**config.mk**
```make
export PLATFORM = sky130hd
export DESIGN_NAME = lsr_regs
export DESIGN_NICKNAME = d
export VERILOG_FILES = /design/src/inc/lsr_pkg.sv /design/src/design/lsr_regs.sv
export SDC_FILE = /design/constraint.sdc
export NUM_CORES = 1
export LEC_CHECK = 0
export BUFFER_PORTS_ARGS = -buffer_cell sky130_fd_sc_hd__buf_2
export CORE_MARGIN = 5
export CORE_UTILIZATION = 48
export DETAILED_ROUTE_END_ITERATION = 8
export PLACE_DENSITY = 0.76
export SLEW_MARGIN = 0
export SYNTH_ARGS = -nofsm -noshare
export SYNTH_HDL_FRONTEND = slang
export SYNTH_SLANG_ARGS = --single-unit
```
**constraint.sdc**
```tcl
create_clock -name core_clk -period 1.4 [get_ports core_clk]
set_input_delay 0.14 -clock core_clk [delete_from_list [all_inputs] [get_ports core_clk]]
set_output_delay 0.14 -clock core_clk [all_outputs]
set_load 0.005 [all_outputs]
```
**src/inc/lsr_pkg.sv**
```systemverilog
package lsr_pkg;

    // ------------------------------------------------------------
    // Geometry
    // ------------------------------------------------------------
    localparam int LSR_NUM_FP = 32;
    localparam int LSR_NUM_BP = 4;
    localparam int LSR_SEG_BYTES = 16;
    localparam int LSR_SEG_BITS = LSR_NUM_FP * LSR_NUM_BP;
    localparam int LSR_ADDR_W = 5;
    localparam int LSR_DATA_W = 8;

    // ------------------------------------------------------------
    // Register offsets
    // ------------------------------------------------------------
    localparam logic [4:0] LSR_OFF_DRV_CTRL = 5'h00;
    localparam logic [4:0] LSR_OFF_LOW_POWER = 5'h01;
    localparam logic [4:0] LSR_OFF_FPEN_0 = 5'h02;
    localparam logic [4:0] LSR_OFF_FPEN_3 = 5'h05;
    localparam logic [4:0] LSR_OFF_SEG_0 = 5'h08;
    localparam logic [4:0] LSR_OFF_SEG_15 = 5'h17;

    // ------------------------------------------------------------
    // Field positions
    // ------------------------------------------------------------
    localparam int LSR_BIT_DRV_EN = 7;
    localparam int LSR_BIT_STOP_IN_WAIT = 1;
    localparam int LSR_BIT_RUN_IN_PSTOP = 0;
    localparam int LSR_NIBBLE_W = 4;

    // ------------------------------------------------------------
    // Reset values
    // ------------------------------------------------------------
    localparam logic LSR_RST_DRV_EN = 1'h0;
    localparam logic LSR_RST_STOP_IN_WAIT = 1'h0;
    localparam logic LSR_RST_RUN_IN_PSTOP = 1'h0;
    localparam logic [31:0] LSR_RST_FPEN = 32'h0000_0000;
    localparam logic [7:0] LSR_RD_ZERO = 8'h00;

    // ------------------------------------------------------------
    // Carriers
    // ------------------------------------------------------------
    typedef struct packed {
        logic [LSR_ADDR_W-1:0] addr;
        logic [LSR_DATA_W-1:0] wdata;
        logic wr;
        logic rd;
    } lsr_bus_req_t;

    typedef struct packed {
        logic cpu_wait;
        logic cpu_pseudo_stop;
    } lsr_power_mode_t;

    typedef struct packed {
        logic driver_run;
        logic [LSR_NUM_BP-1:0] backplane_drive;
        logic [LSR_NUM_FP-1:0] frontplane_drive;
    } lsr_drive_t;

    typedef enum logic [2:0] {
        LSR_SEL_NONE,
        LSR_SEL_DRV_CTRL,
        LSR_SEL_LOW_POWER,
        LSR_SEL_FPEN,
        LSR_SEL_SEG
    } lsr_sel_t;

endpackage

```
**src/design/lsr_regs.sv**
```systemverilog
// Our own choices: the plain strobed port and the register addresses.
`timescale 1ns/1ns
// Contract
// - stop_in_wait set stops the driver while the CPU waits.
// - run_in_pseudo_stop clear stops the driver in pseudo stop.
// - Each frontplane enable gates its pin while driver enabled.
// - Frontplane enable 0 disables the pin, 1 enables it.
// - With driver disabled, frontplane enables do not affect pins.
// - Segment memory is 16 bytes, readable and writable anytime.
// - Segment memory is not reset; contents undefined after reset.
// - Byte k: frontplane 2k in bits 3:0, 2k+1 in 7:4.
// - Segment bit 1 means segment on, 0 means off.
// - Driver disabled: all outputs off, waveform clocks stopped.
// - Reset clears frontplane enables and driver enable.
module lsr_regs
    import lsr_pkg::*;
#(
    parameter int NUM_FP = LSR_NUM_FP,
    parameter int NUM_BP = LSR_NUM_BP,
    parameter int SEG_BYTES = LSR_SEG_BYTES
) (
    // Clock and reset
    input wire logic core_clk,
    input wire logic rst,
    // Register port
    input wire lsr_bus_req_t bus_req,
    output logic [LSR_DATA_W-1:0] bus_rdata,
    // CPU power mode indications
    input wire lsr_power_mode_t power_mode,
    // Waveform generator side
    output lsr_drive_t drive,
    output logic [LSR_SEG_BITS-1:0] segment_on_bit
);

    // ------------------------------------------------------------
    // Elaboration checks
    // ------------------------------------------------------------
    if (NUM_FP != LSR_NUM_FP) begin : g_bad_fp
        $error("lsr_regs: only 32 frontplanes are supported");
    end
    if (NUM_BP != LSR_NUM_BP) begin : g_bad_bp
        $error("lsr_regs: only 4 backplanes are supported");
    end
    if (SEG_BYTES * LSR_DATA_W != NUM_FP * NUM_BP) begin : g_bad_seg
        $error("lsr_regs: segment memory must hold one bit a segment");
    end

    localparam int FPEN_REGS = NUM_FP / LSR_DATA_W;
    localparam int IDX_W = 4;
    localparam int FPEN_SPAN = int'(LSR_OFF_FPEN_3 - LSR_OFF_FPEN_0) + 1;
    localparam int SEG_SPAN = int'(LSR_OFF_SEG_15 - LSR_OFF_SEG_0) + 1;
    // Two frontplanes share a segment byte, one nibble each
    localparam int FP_PER_BYTE = LSR_DATA_W / LSR_NIBBLE_W;

    if (NUM_FP % LSR_DATA_W != 0) begin : g_bad_fp_bytes
        $error("lsr_regs: frontplanes must fill whole enable bytes");
    end
    if (FPEN_SPAN != FPEN_REGS) begin : g_bad_fpen_map
        $error("lsr_regs: enable window and frontplane count differ");
    end
    if (SEG_SPAN != SEG_BYTES) begin : g_bad_seg_map
        $error("lsr_regs: segment window and memory size differ");
    end
    if (SEG_BYTES > (1 << IDX_W)) begin : g_bad_idx
        $error("lsr_regs: group index too narrow for the memory");
    end
    if (NUM_BP != LSR_NIBBLE_W) begin : g_bad_nibble
        $error("lsr_regs: one nibble must hold all backplanes");
    end

    // ------------------------------------------------------------
    // Address decode
    // ------------------------------------------------------------
    function automatic lsr_sel_t decode(input logic [LSR_ADDR_W-1:0] a);
        lsr_sel_t s;
        s = LSR_SEL_NONE;
        if (a == LSR_OFF_DRV_CTRL) begin
            s = LSR_SEL_DRV_CTRL;
        end else if (a == LSR_OFF_LOW_POWER) begin
            s = LSR_SEL_LOW_POWER;
        end else if (a >= LSR_OFF_FPEN_0 && a <= LSR_OFF_FPEN_3) begin
            s = LSR_SEL_FPEN;
        end else if (a >= LSR_OFF_SEG_0 && a <= LSR_OFF_SEG_15) begin
            s = LSR_SEL_SEG;
        end
        return s;
    endfunction

    // Index of a byte within a register group
    function automatic logic [3:0] group_index(
        input logic [LSR_ADDR_W-1:0] a,
        input logic [LSR_ADDR_W-1:0] base
    );
        logic [LSR_ADDR_W-1:0] diff;
        diff = a - base;
        return diff[3:0];
    endfunction

    lsr_sel_t wr_sel;
    lsr_sel_t rd_sel;
    logic [3:0] wr_idx_fpen;
    logic [3:0] wr_idx_seg;
    logic [3:0] rd_idx_fpen;
    logic [3:0] rd_idx_seg;

    always_comb begin
        wr_sel = decode(bus_req.addr);
        rd_sel = decode(bus_req.addr);
        wr_idx_fpen = group_index(bus_req.addr, LSR_OFF_FPEN_0);
        wr_idx_seg = group_index(bus_req.addr, LSR_OFF_SEG_0);
        rd_idx_fpen = wr_idx_fpen;
        rd_idx_seg = wr_idx_seg;
    end

    // Write strobes, one for each register group
    logic wr_drv_ctrl;
    logic wr_low_power;
    logic wr_fpen;
    logic wr_seg;

    always_comb begin
        wr_drv_ctrl = bus_req.wr && (wr_sel == LSR_SEL_DRV_CTRL);
        wr_low_power = bus_req.wr && (wr_sel == LSR_SEL_LOW_POWER);
        wr_fpen = bus_req.wr && (wr_sel == LSR_SEL_FPEN);
        wr_seg = bus_req.wr && (wr_sel == LSR_SEL_SEG);
    end

    // ------------------------------------------------------------
    // Driver system enable
    // ------------------------------------------------------------
    logic drv_en_q;

    always_ff @(posedge core_clk or posedge rst) begin
        if (rst) begin
            drv_en_q <= LSR_RST_DRV_EN;
        end else if (wr_drv_ctrl) begin
            drv_en_q <= bus_req.wdata[LSR_BIT_DRV_EN];
        end
    end

    // ------------------------------------------------------------
    // Low-power control
    // ------------------------------------------------------------
    logic stop_in_wait_q;
    logic run_in_pseudo_stop_q;

    always_ff @(posedge core_clk or posedge rst) begin
        if (rst) begin
            stop_in_wait_q <= LSR_RST_STOP_IN_WAIT;
            run_in_pseudo_stop_q <= LSR_RST_RUN_IN_PSTOP;
        end else if (wr_low_power) begin
            stop_in_wait_q <= bus_req.wdata[LSR_BIT_STOP_IN_WAIT];
            run_in_pseudo_stop_q <= bus_req.wdata[LSR_BIT_RUN_IN_PSTOP];
        end
    end

    // ------------------------------------------------------------
    // Frontplane enables
    // ------------------------------------------------------------
    logic [NUM_FP-1:0] fpen_q;

    always_ff @(posedge core_clk or posedge rst) begin
        if (rst) begin
            fpen_q <= LSR_RST_FPEN[NUM_FP-1:0];
        end else if (wr_fpen) begin
            for (int i = 0; i < FPEN_REGS; i++) begin
                if (wr_idx_fpen == 4'(i)) begin
                    fpen_q[i*LSR_DATA_W +: LSR_DATA_W] <= bus_req.wdata;
                end
            end
        end
    end

    // ------------------------------------------------------------
    // Segment memory
    // ------------------------------------------------------------
    // No reset on purpose: the array stays plain storage, and software
    // has to load every byte before it turns the display on.
    logic [LSR_DATA_W-1:0] seg_mem [SEG_BYTES];

    always_ff @(posedge core_clk) begin
        if (wr_seg) begin
            seg_mem[wr_idx_seg] <= bus_req.wdata;
        end
    end

    // ------------------------------------------------------------
    // Read port
    // ------------------------------------------------------------
    function automatic logic [LSR_DATA_W-1:0] read_value(
        input lsr_sel_t s,
        input logic [3:0] fi,
        input logic [3:0] si
    );
        logic [LSR_DATA_W-1:0] v;
        v = LSR_RD_ZERO;
        case (s)
            LSR_SEL_DRV_CTRL: begin
                v[LSR_BIT_DRV_EN] = drv_en_q;
            end
            LSR_SEL_LOW_POWER: begin
                v[LSR_BIT_STOP_IN_WAIT] = stop_in_wait_q;
                v[LSR_BIT_RUN_IN_PSTOP] = run_in_pseudo_stop_q;
            end
            LSR_SEL_FPEN: begin
                for (int i = 0; i < FPEN_REGS; i++) begin
                    if (fi == 4'(i)) begin
                        v = fpen_q[i*LSR_DATA_W +: LSR_DATA_W];
                    end
                end
            end
            LSR_SEL_SEG: begin
                v = seg_mem[si];
            end
            default: begin
                v = LSR_RD_ZERO;
            end
        endcase
        return v;
    endfunction

    logic [LSR_DATA_W-1:0] rdata_q;

    // byte read
    // Data stand only in the cycle after the strobe, zero otherwise
    always_ff @(posedge core_clk or posedge rst) begin
        if (rst) begin
            rdata_q <= LSR_RD_ZERO;
        end else if (bus_req.rd) begin
            rdata_q <= read_value(rd_sel, rd_idx_fpen, rd_idx_seg);
        end else begin
            rdata_q <= LSR_RD_ZERO;
        end
    end

    assign bus_rdata = rdata_q;

    // ------------------------------------------------------------
    // Power-mode gating
    // ------------------------------------------------------------
    logic wait_stop;
    logic pstop_stop;
    logic driver_run;

    // Mode indications come from core logic on this clock,
    // so they are used without a synchroniser.
    always_comb begin
        wait_stop = power_mode.cpu_wait && stop_in_wait_q;
        pstop_stop = power_mode.cpu_pseudo_stop && !run_in_pseudo_stop_q;
        driver_run = drv_en_q && !wait_stop && !pstop_stop;
    end

    // ------------------------------------------------------------
    // Pin drive enables
    // ------------------------------------------------------------
    // The enables follow the driver enable flop, not the power-mode
    // gating: a stopped waveform generator freezes but the pads keep
    // their configuration, so wake-up needs no reprogramming.
    always_comb begin
        drive.driver_run = driver_run;
        drive.backplane_drive = {NUM_BP{drv_en_q}};
        drive.frontplane_drive = fpen_q & {NUM_FP{drv_en_q}};
    end

    // ------------------------------------------------------------
    // Segment bits to the waveform generator
    // ------------------------------------------------------------
    // Segment (fp, bp) sits at bit fp*NUM_BP+bp, so the generator
    // indexes the vector directly with no knowledge of the byte map.
    function automatic int seg_flat_bit(input int fp, input int bp);
        return fp * NUM_BP + bp;
    endfunction

    function automatic int seg_byte_of(input int fp);
        return fp / FP_PER_BYTE;
    endfunction

    function automatic int seg_bit_of(input int fp, input int bp);
        return (fp % FP_PER_BYTE) * LSR_NIBBLE_W + bp;
    endfunction

    always_comb begin
        for (int fp = 0; fp < NUM_FP; fp++) begin
            for (int bp = 0; bp < NUM_BP; bp++) begin
                segment_on_bit[seg_flat_bit(fp, bp)] =
                    seg_mem[seg_byte_of(fp)][seg_bit_of(fp, bp)];
            end
        end
    end

endmodule // lsr_regs

```
# --- Word-level counts from Yosys, hierarchy flattened ---
# Memory sizes are Yosys's and may differ from the RTL's.
# Cells that the tools add are included.
totals:
  regBits: 43
  latchBits: 0
  ramBits: 128
  romBits: 0
  in_bits: 19
  output_inout_bits: 173
  word_cells: 57
  n_memories: 1
op_classes:
  n_addsub: 2
  multipliers: 0
  div: 0
  magnitude_cmp: 4
  eq_ne: 8
  shifts: 0
  muxes: 14
  n_bitwise: 1
  n_reduce_logical: 19
memory_table:
  columns: ["name", "words", "width", "rd", "rd_ports_with_merged_regs", "wr", "line", "rtl"]
  rows:
  - ["seg_mem", 16, 8, 17, 0, 1, "lsr_regs.sv:179", "logic [LSR_DATA_W-1:0] seg_mem [SEG_BYTES];"]
op_table:
  columns: ["cell", "n"]
  rows:
  - ["8-bit two-way mux", 5]
  - ["32-bit bitwise AND", 1]
  - ["3-bit two-way mux", 4]
  - ["1-bit logical AND", 10]
  - ["5-bit case mux with 2 select lines", 1]
  - ["4-bit by 2-bit equality test with 1-bit output, second input constant", 2]
  - ["2-bit AND reduction", 4]
  - ["3-bit by 2-bit equality test with 1-bit output, second input constant", 2]
  - ["2-bit case mux with 3 select lines", 1]
  - ["5-bit by 1-bit equality test with 1-bit output, second input constant", 1]
  - ["5-bit by 2-bit >= comparator with 1-bit output, second input constant", 1]
  - ["5-bit by 4-bit >= comparator with 1-bit output, second input constant", 1]
  - ["5-bit by 3-bit less-or-equal comparator with 1-bit output, second input constant", 1]
  - ["5-bit less-or-equal comparator, second input constant", 1]
  - ["5-bit zero test", 1]
  - ["4-bit by 1-bit equality test with 1-bit output, second input constant", 1]
  - ["4-bit zero test", 1]
  - ["4-bit by 2-bit subtractor with 4-bit output, second input constant", 1]
  - ["4-bit subtractor, second input constant", 1]
  - ["3-bit by 1-bit equality test with 1-bit output, second input constant", 1]
  - ["3-bit equality test, second input constant", 1]
  - ["1-bit zero test", 3]
  - ["1-bit case mux with 3 select lines", 1]
  - ["1-bit two-way mux", 2]

# --- Depth between registers and ports, before layout ---
# Gate-level depths: netlist of the first run.
logic_depth:
  depth_word: 10
  mapped_depth: 12
  ltp_nobuf: 6

# --- Worst setup path before layout of the first run ---
# OpenSTA, ideal clock, no wires.
synth_path:
  kind: "input-to-reg"
  startpoint: "in bus_req[11] in the netlist's numbering"
  endpoint: "reg fpen_q[16]"
  setup_ns: 0.125
  arrival_time_ns: 2.104
  required_time_ns: 1.275
  path_slack_ns: -0.829
  stages: 12
  cell_sequence: "buf_6 > buf_6 > buf_8 > buf_6 > inv_1 > ha_1 > xnor2_1 > and2_0 > buf_2 > and4_1 > buf_6 > mux2_4"
synth_via:
  elab_chain_len: 9
  elab_cells_between_ends: 17
  classes_between: "1 x add/sub; 4 x order compare; 3 x eq/ne; 4 x mux; 5 x reduce/logical"
synth_lines:
  columns: ["element", "line", "rtl"]
  rows:
  - ["start, declared", "lsr_regs.sv:26", "input wire lsr_bus_req_t bus_req,"]
  - ["5-bit by 4-bit >= comparator with 1-bit output / 5-bit less-or-equal comparator (equally long branches)", "lsr_regs.sv:83", "end else if (a >= LSR_OFF_SEG_0 && a <= LSR_OFF_SEG_15) begin"]
  - ["1-bit logical AND", "lsr_regs.sv:83", null]
  - ["3-bit two-way mux", "lsr_regs.sv:83", null]
  - ["3-bit two-way mux", "lsr_regs.sv:81", "end else if (a >= LSR_OFF_FPEN_0 && a <= LSR_OFF_FPEN_3) begin"]
  - ["3-bit two-way mux", "lsr_regs.sv:79", "end else if (a == LSR_OFF_LOW_POWER) begin"]
  - ["3-bit two-way mux", "lsr_regs.sv:77", "if (a == LSR_OFF_DRV_CTRL) begin"]
  - ["3-bit by 2-bit equality test with 1-bit output", "lsr_regs.sv:124", "wr_fpen = bus_req.wr && (wr_sel == LSR_SEL_FPEN);"]
  - ["1-bit logical AND", "lsr_regs.sv:124", null]
  - ["2-bit AND reduction (no line) (*)", null, null]
  - ["end signal, assigned", "lsr_regs.sv:164", "fpen_q <= LSR_RST_FPEN[NUM_FP-1:0];"]
  - ["end signal, assigned by index", "lsr_regs.sv:168", "fpen_q[i*LSR_DATA_W +: LSR_DATA_W] <= bus_req.wdata;"]
  - ["end, declared", "lsr_regs.sv:160", "logic [NUM_FP-1:0] fpen_q;"]
# Every way passes the cells marked *; elsewhere a longest branch is shown, timed or not.
# A chain may end at the register's enable or synchronous reset.

==> results of run 1 <==
-- repair_timing --
| action | 4_1_cts | 5_1_grt |
|---|---|---|
| endpoints found under the hold margin | 46 | 0 |
| pin swaps | 17 | 6 |
| buffers inserted | 27 | 11 |
| endpoints found under the setup margin | 200 | 192 |
| hold buffers | 2 | 0 |
| cloned | 0 | 7 |
| resized for setup | 28 | 89 |
-- placed cells by master (no fill, tap or decap), types with 4 or more instances in the layout --
master,n
buf_12,15
clkbuf_8,4
nor3_4,4
dfrtp_1,42
and2_4,34
mux4_2,28
nor2_4,5
edfxtp_1,128
nor2b_1,4
nand2_1,5
clkbuf_16,22
nand3_1,12
nand4_1,6
a31oi_1,7
buf_6,53
mux2_4,31
nand3_2,5
mux2_2,14
a22oi_1,12
mux2i_1,24
buf_2,146
nor2_2,7
buf_4,154
-- layer usage --
metal | wire, um | up-vias
met5 | 13 | -
met4 | 650 | 2
met3 | 2176 | 65
met2 | 12420 | 368
met1 | 9498 | 3004
li1 | - | 2472
-- flip-flops by register name (all words and copies together), names as in the netlist --
signal / count
seg_mem: 128
fpen_q: 32
bus_rdata: 8
drv_en_q: 1
run_in_pseudo_stop_q: 1
stop_in_wait_q: 1
-- worst paths after layout --
kind | startpoint | endpoint
max in group asynchronous | rst | drv_en_q
hold reg to reg | fpen_q[13] | fpen_q[13]
min in group asynchronous | rst | fpen_q[26]
setup reg to reg | seg_mem[1][1] | bus_rdata[1]
hold / removal | bus_req[1] | drv_en_q
setup / recovery | seg_mem[1][1] | bus_rdata[1]
-- final cells by class --
type / instances / area, um2 / share of cell area (%)
Sequential cell: 171 / 4921 / 43.00
Timing Repair Buffer: 376 / 2934 / 25.64
Multi-Input combinational cell: 241 / 2700 / 23.59
Clock buffer: 24 / 520.5 / 4.548
Tap cell: 211 / 264.0 / 2.307
Clock inverter: 8 / 80.08 / 0.6998
Inverter: 4 / 23.77 / 0.2077
-- metrics by stage --
stage / utilization (%) / setup TNS [ns] / hold slack (ns) / total power, W
after floorplan: - / -61.49 / 0.2389 / 0.006508
after global placement: 65.11 / -82.97 / 0.2910 / 0.006974
after detailed placement: 65.11 / -91.14 / 0.3033 / 0.007018
after CTS: 71.02 / -2.898 / 0.1248 / 0.01174
after global routing: 74.72 / -7.174 / 0.1580 / 0.01248
final: 74.72 / -5.998 / 0.1455 / 0.01213
-- cell families (layout without fill, tap and decap cells) --
| kind of cell | Yosys count | in the layout | share of synthesized area [%] |
|---|---|---|---|
| compound gates | 37 | 37 | 3.673 |
| xor+xnor | 1 | 1 | 0.1158 |
| flops | 171 | 171 | 65.06 |
| fa+ha+maj | 4 | 4 | 0.6618 |
| simple gates | 102 | 102 | 7.644 |
| mux | 97 | 97 | 19.56 |
| buf+inv | 36 | 412 | 3.292 |
-- worst max-delay path: stages, from the launching register on --
cell and delay, ns:
edfxtp_1 0.43, mux4_2 0.53, mux2_4 0.29, a32oi_1 0.17, a31oi_1 0.09
-- power groups by stage --
stage	Combinational, W	Clock [W]	Sequential [W]
finish	0.00164	0.00474	0.00576
global route	0.00172	0.00499	0.00577
CTS	0.00124	0.00475	0.00575
detailed placement	0.00117	0	0.00585
global placement	0.00114	0	0.00584
floorplan	0.000701	0	0.00581
-- synth_stat cells, types with 7 or more instances --
cell      number  area, um2
edfxtp_1     128       3844
dfrtp_1       43       1076
and2_1        36      225.2
mux4_2        25      563.0
mux2_4        24      360.4
mux2i_1       24      240.2
mux2_2        21      236.5
nand3_1       17      85.08
nor2_1        15      56.30
a22oi_1       12      90.09
buf_4          9      67.56
buf_6          8      90.09
a31oi_1        7      43.79
buf_2          7      35.03
==> results_dict.tcl, run 1 <==
set metrics [dict create \
    use_met2_pct 42.34 \
    grt_pass1_vias 5884 \
    n_fill_cell 934 \
    drv_cap 0 \
    io_pins 192 \
    grt_util_met3_pct 5.981 \
    synth_seq_cells 171 \
    peakVddDrop_v 0.0009708 \
    synth_ff_type "edfxtp_1" \
    firstDrtPassIters 5 \
    pwr-share-comb_pct 13.5 \
    drive_gt1_share_pct 67.23 \
    sw_frac_of_total_pct 23.25 \
    clkSinkCount 171 \
    r2r_slack_ns -0.23 \
    fin_nets 834 \
    cp.required_ns 1.71 \
    numPortBuffers 191 \
    antenna_found_initial 1 \
    min_path_cells 3 \
    placedCellCount 962 \
    status "complete, but fails checks" \
    top_usage_layer "met2" \
    crit_type "flip-flop to flip-flop" \
    n_antenna_cell 0 \
    clockBufferDepth 2 \
    routed-via-count 5911 \
    hp-class "input port to flip-flop" \
    reg2reg_depth 4 \
    tritoncts "built" \
    initial_core_util_pct 49.38 \
    wl_per_cell_um 23.92 \
    syn_nets 471 \
    fmax_mhz 612.0 \
    gr-total-overflow 0 \
    slew_headroom_pct 62.65 \
    worstSkewPairLatency_ns 0.43 \
    seq_area_frac_synth_pct 65.06 \
    end_kind "flip-flop" \
    drt-initial-drc-count 645 \
    grt_start_max_net_pins 44 \
    htree_levels 4 \
    dp.final_hpwl_um 16300 \
    critPathArrivalTime_ns 1.94 \
    place_area_mm2 0.009971 \
    cts_root_buf "clkbuf_16" \
    drcViolationCount 0 \
    row_count 45 \
    ys.warnings.count 0 \
    final_cells 1035 \
    synthArstFlopShare_pct 25.15 \
    grt_usage_pct 25.81 \
    p_seq_share_pct 47.5 \
    syn_avg_cell_area_um2 16.88 \
    clock-skew-final_ns 0.006864 \
    wirelength_um 24760 \
    gp_congestion 0.9533 \
    rsz0062_at_grt "true" \
    worstPathMaxFanout 2 \
    clk_transition_reported_paths_ns 0.06 \
    final_area_mm2 0.01144 \
    start_kind "flip-flop" \
    syn_to_final_growth_pct 51.32 \
    worst_pin_slew_ns 0.5602 \
    postSynthCellCount 448 \
    violations "negative setup slack" \
    dp_worst_setup_slack_ns -0.6193 \
    coreArea_mm2 0.01531 \
    viasPerCell 5.711 \
    netSwitchingPower_w 0.002822 \
    dieArea_mm2 0.01836 \
    fp.dieW_um 135.5 \
    clkPwrFrac_pct 39.0 \
    power.leakage_nw 4.898 \
    synthesis.area_mm2 0.007562 \
    final_hold_viol_count 0 \
    drv_slew 0 \
    setup_slack_ns -0.2339 \
    antenna_left 0 \
    ys_types 46 \
    grt_util_met1_pct 34.09 \
    min_period_over_period_pct 116.7 \
    powerDensity_mw_per_mm2 1060 \
    p_int_w 0.009313 \
    period_minus_slack_ns 1.634 \
    setup_viol 45 \
    grt_pass1_wl_um 34880 \
    die_h_um 135.5 \
    cts_made_buffers 17 \
    synth_enable_flop_cells 128 \
]
(Power assumes the default switching activity.)
==> run 2, diff against run 1 <==
--- a/config.mk
+++ b/config.mk
@@ -7,9 +7,9 @@
 export LEC_CHECK = 0
 export BUFFER_PORTS_ARGS = -buffer_cell sky130_fd_sc_hd__buf_2
 export CORE_MARGIN = 5
-export CORE_UTILIZATION = 48
+export CORE_UTILIZATION = 53
 export DETAILED_ROUTE_END_ITERATION = 8
-export PLACE_DENSITY = 0.76
+export PLACE_DENSITY = 0.8
 export SLEW_MARGIN = 0
 export SYNTH_ARGS = -nofsm -noshare
 export SYNTH_HDL_FRONTEND = slang
==> constraint.sdc (replaced) <==
create_clock -name core_clk -period 1.75 [get_ports core_clk]
set_input_delay 0.175 -clock core_clk [delete_from_list [all_inputs] [get_ports core_clk]]
set_output_delay 0.175 -clock core_clk [all_outputs]
set_load 0.005 [all_outputs]
==> results_dict.tcl, run 2 (synthesized netlist as in run 1, its figures left out) <==
set metrics [dict create \
    slowest_delay_ns 0.54 \
    power.leakage_nw 4.150 \
    reg2reg_depth 4 \
    dieArea_mm2 0.01676 \
    peakVddDrop_v 0.0006947 \
    drcViolationCount 0 \
    hold_end "bus_rdata[0]" \
    clock-skew-final_ns 0.01379 \
    grt_pass1_wl_um 32890 \
    cts_root_buf "clkbuf_16" \
    fin_worst_hold_slack_ns 0.03009 \
    placedCellCount 846 \
    cp.buffers_inverters 0 \
    timing.rr.end "bus_rdata[1]" \
    gp_congestion 0.8577 \
    viasPerCell 6.064 \
    clockBufferDepth 2 \
    powerDensity_mw_per_mm2 954.6 \
    antenna_found_initial 0 \
    r2r-start "seg_mem[11][1]" \
    place_area_mm2 0.009278 \
    dp.final_hpwl_um 15520 \
    fin_nets 711 \
    worst_pin_slew_ns 0.6833 \
    wirelength_um 21970 \
    clkSinkCount 171 \
    crit_path_top_delay_cell "mux4_1" \
    numPortBuffers 191 \
    drv_slew 0 \
    min_path_cells 3 \
    largest-register "seg_mem" \
    final_hold_viol_count 0 \
    hp-class "input port to flip-flop" \
    coreArea_mm2 0.01393 \
    slew_headroom_pct 54.25 \
    multi_input_area_mm2 0.002519 \
    routed-via-count 5342 \
    min_period_over_period_pct 98.45 \
    cp.required_ns 2.05 \
    fp.dieW_um 129.5 \
    mostFrequentLayoutCells "191 x buf_2, 128 x edfxtp_1, 45 x buf_4" \
    cts_made_buffers 17 \
    syn_to_final_growth_pct 31.37 \
    tritoncts "built" \
    n_fill_cell 888 \
    crit_family "multiplexers" \
    period_minus_slack_ns 1.723 \
    final_cells 881 \
    wl_per_cell_um 24.94 \
    antenna_left 0 \
    clk_transition_reported_paths_ns 0.06 \
    row_count 43 \
    firstDrtPassIters 5 \
    worstPathMaxFanout 2 \
    initial_core_util_pct 54.27 \
    drv_cap 0 \
    drt-initial-drc-count 620 \
    hold_start "bus_req[0]" \
    grt_usage_pct 26.85 \
    start_kind "flip-flop" \
    worstSkewPairLatency_ns 0.43 \
    final_common_cell "buf_2" \
    n_antenna_cell 0 \
    end_kind "flip-flop" \
    final_core_util_pct 71.29 \
    setup_viol 0 \
    gr-total-overflow 0 \
    status "finished clean" \
    final_area_mm2 0.009935 \
    r2r_slack_ns 0.03 \
    rsz0062_at_grt "false" \
    grt_start_max_net_pins 44 \
    critPathArrivalTime_ns 2.02 \
    fmax_mhz 580.4 \
    path_cells "mux4_1, mux2_2, a32oi_2, a31oi_1" \
    largest_register_ffs 128 \
    drive_gt1_share_pct 54.35 \
    seqCellArea_mm2 0.004921 \
    die_h_um 129.5 \
    crit_type "flip-flop to flip-flop" \
    io_pins 192 \
    grt_pass1_vias 5584 \
    htree_levels 4 \
]
-- run 2: cell count changes in the layout (fill, tap and decap cells not counted), moves of 7 or more --
| cell | before | now |
|---|---|---|
| and2_4 | 34 | 1 |
| buf_4 | 154 | 45 |
| buf_6 | 53 | 0 |
| buf_2 | 146 | 191 |
| mux2_4 | 31 | 24 |
| mux2_2 | 14 | 21 |
| and2_1 | 3 | 36 |
-- run 2: cell type report --
type                            count  share of cell area, %
Clock buffer                       18                  4.320
Clock inverter                     14                  1.952
Inverter                            4                 0.2267
Multi-Input combinational cell    241                  25.35
Sequential cell                   171                  49.53
Tap cell                          180                  2.267
Timing Repair Buffer              253                  16.35
-- run 2: worst max-delay path by stage --
stage                               from             to  slack (ns)  cells past startpoint
after detailed placement     bus_req[11]  seg_mem[8][6]       -0.22                      7
final                     seg_mem[11][1]   bus_rdata[1]        0.03                      4
after CTS                 seg_mem[11][1]   bus_rdata[1]        0.03                      4
after global routing      seg_mem[10][0]   bus_rdata[0]       0.004                      4
after global placement       bus_req[11]  seg_mem[8][7]       -0.18                      7
after floorplan              bus_req[11]     fpen_q[16]       -0.27                     12
-- run 2: through the flow --
stage / setup WS, ns / setup TNS, ns / total power (W)
after floorplan: -0.2719 / -9.324 / 0.005200
after global placement: -0.1752 / -17.11 / 0.005545
after detailed placement: -0.2192 / -21.71 / 0.005576
after CTS: 0.02893 / 0 / 0.009501
after global routing: 0.004123 / 0 / 0.009791
final: 0.02705 / 0 / 0.009483
-- run 2: report_power, final --
part	switching [W]	leakage (nW)	internal, W
combinational	0.000467	2.12	0.000442
clock	0.00157	0.296	0.00240
sequential	0.000107	1.74	0.00450
-- run 2: timing repair --
| item | in CTS | in global routing |
|---|---|---|
| buffers inserted | 0 | 2 |
| endpoints found under the hold margin | 43 | 0 |
| endpoints found under the setup margin | 0 | 3 |
| resized for setup | 0 | 2 |
| hold buffers | 1 | 0 |
-- run 2: worst register-to-register path, cell delays in order, from the launching register on --
cell	delay, ns
edfxtp_1	0.40
mux4_1	0.54
mux2_2	0.33
a32oi_2	0.22
a31oi_1	0.10
-- run 2: routing by layer --
| layer | vias up | GRT usage, % | part of all wire (%) |
|---|---|---|---|
| met4 | 0 | 11.37 | 3.1 |
| met2 | 396 | 42.32 | 49 |
| met5 | - | 0 | 0 |
| li1 | 2233 | - | - |
| met3 | 59 | 6.554 | 11 |
| met1 | 2654 | 36.12 | 37 |
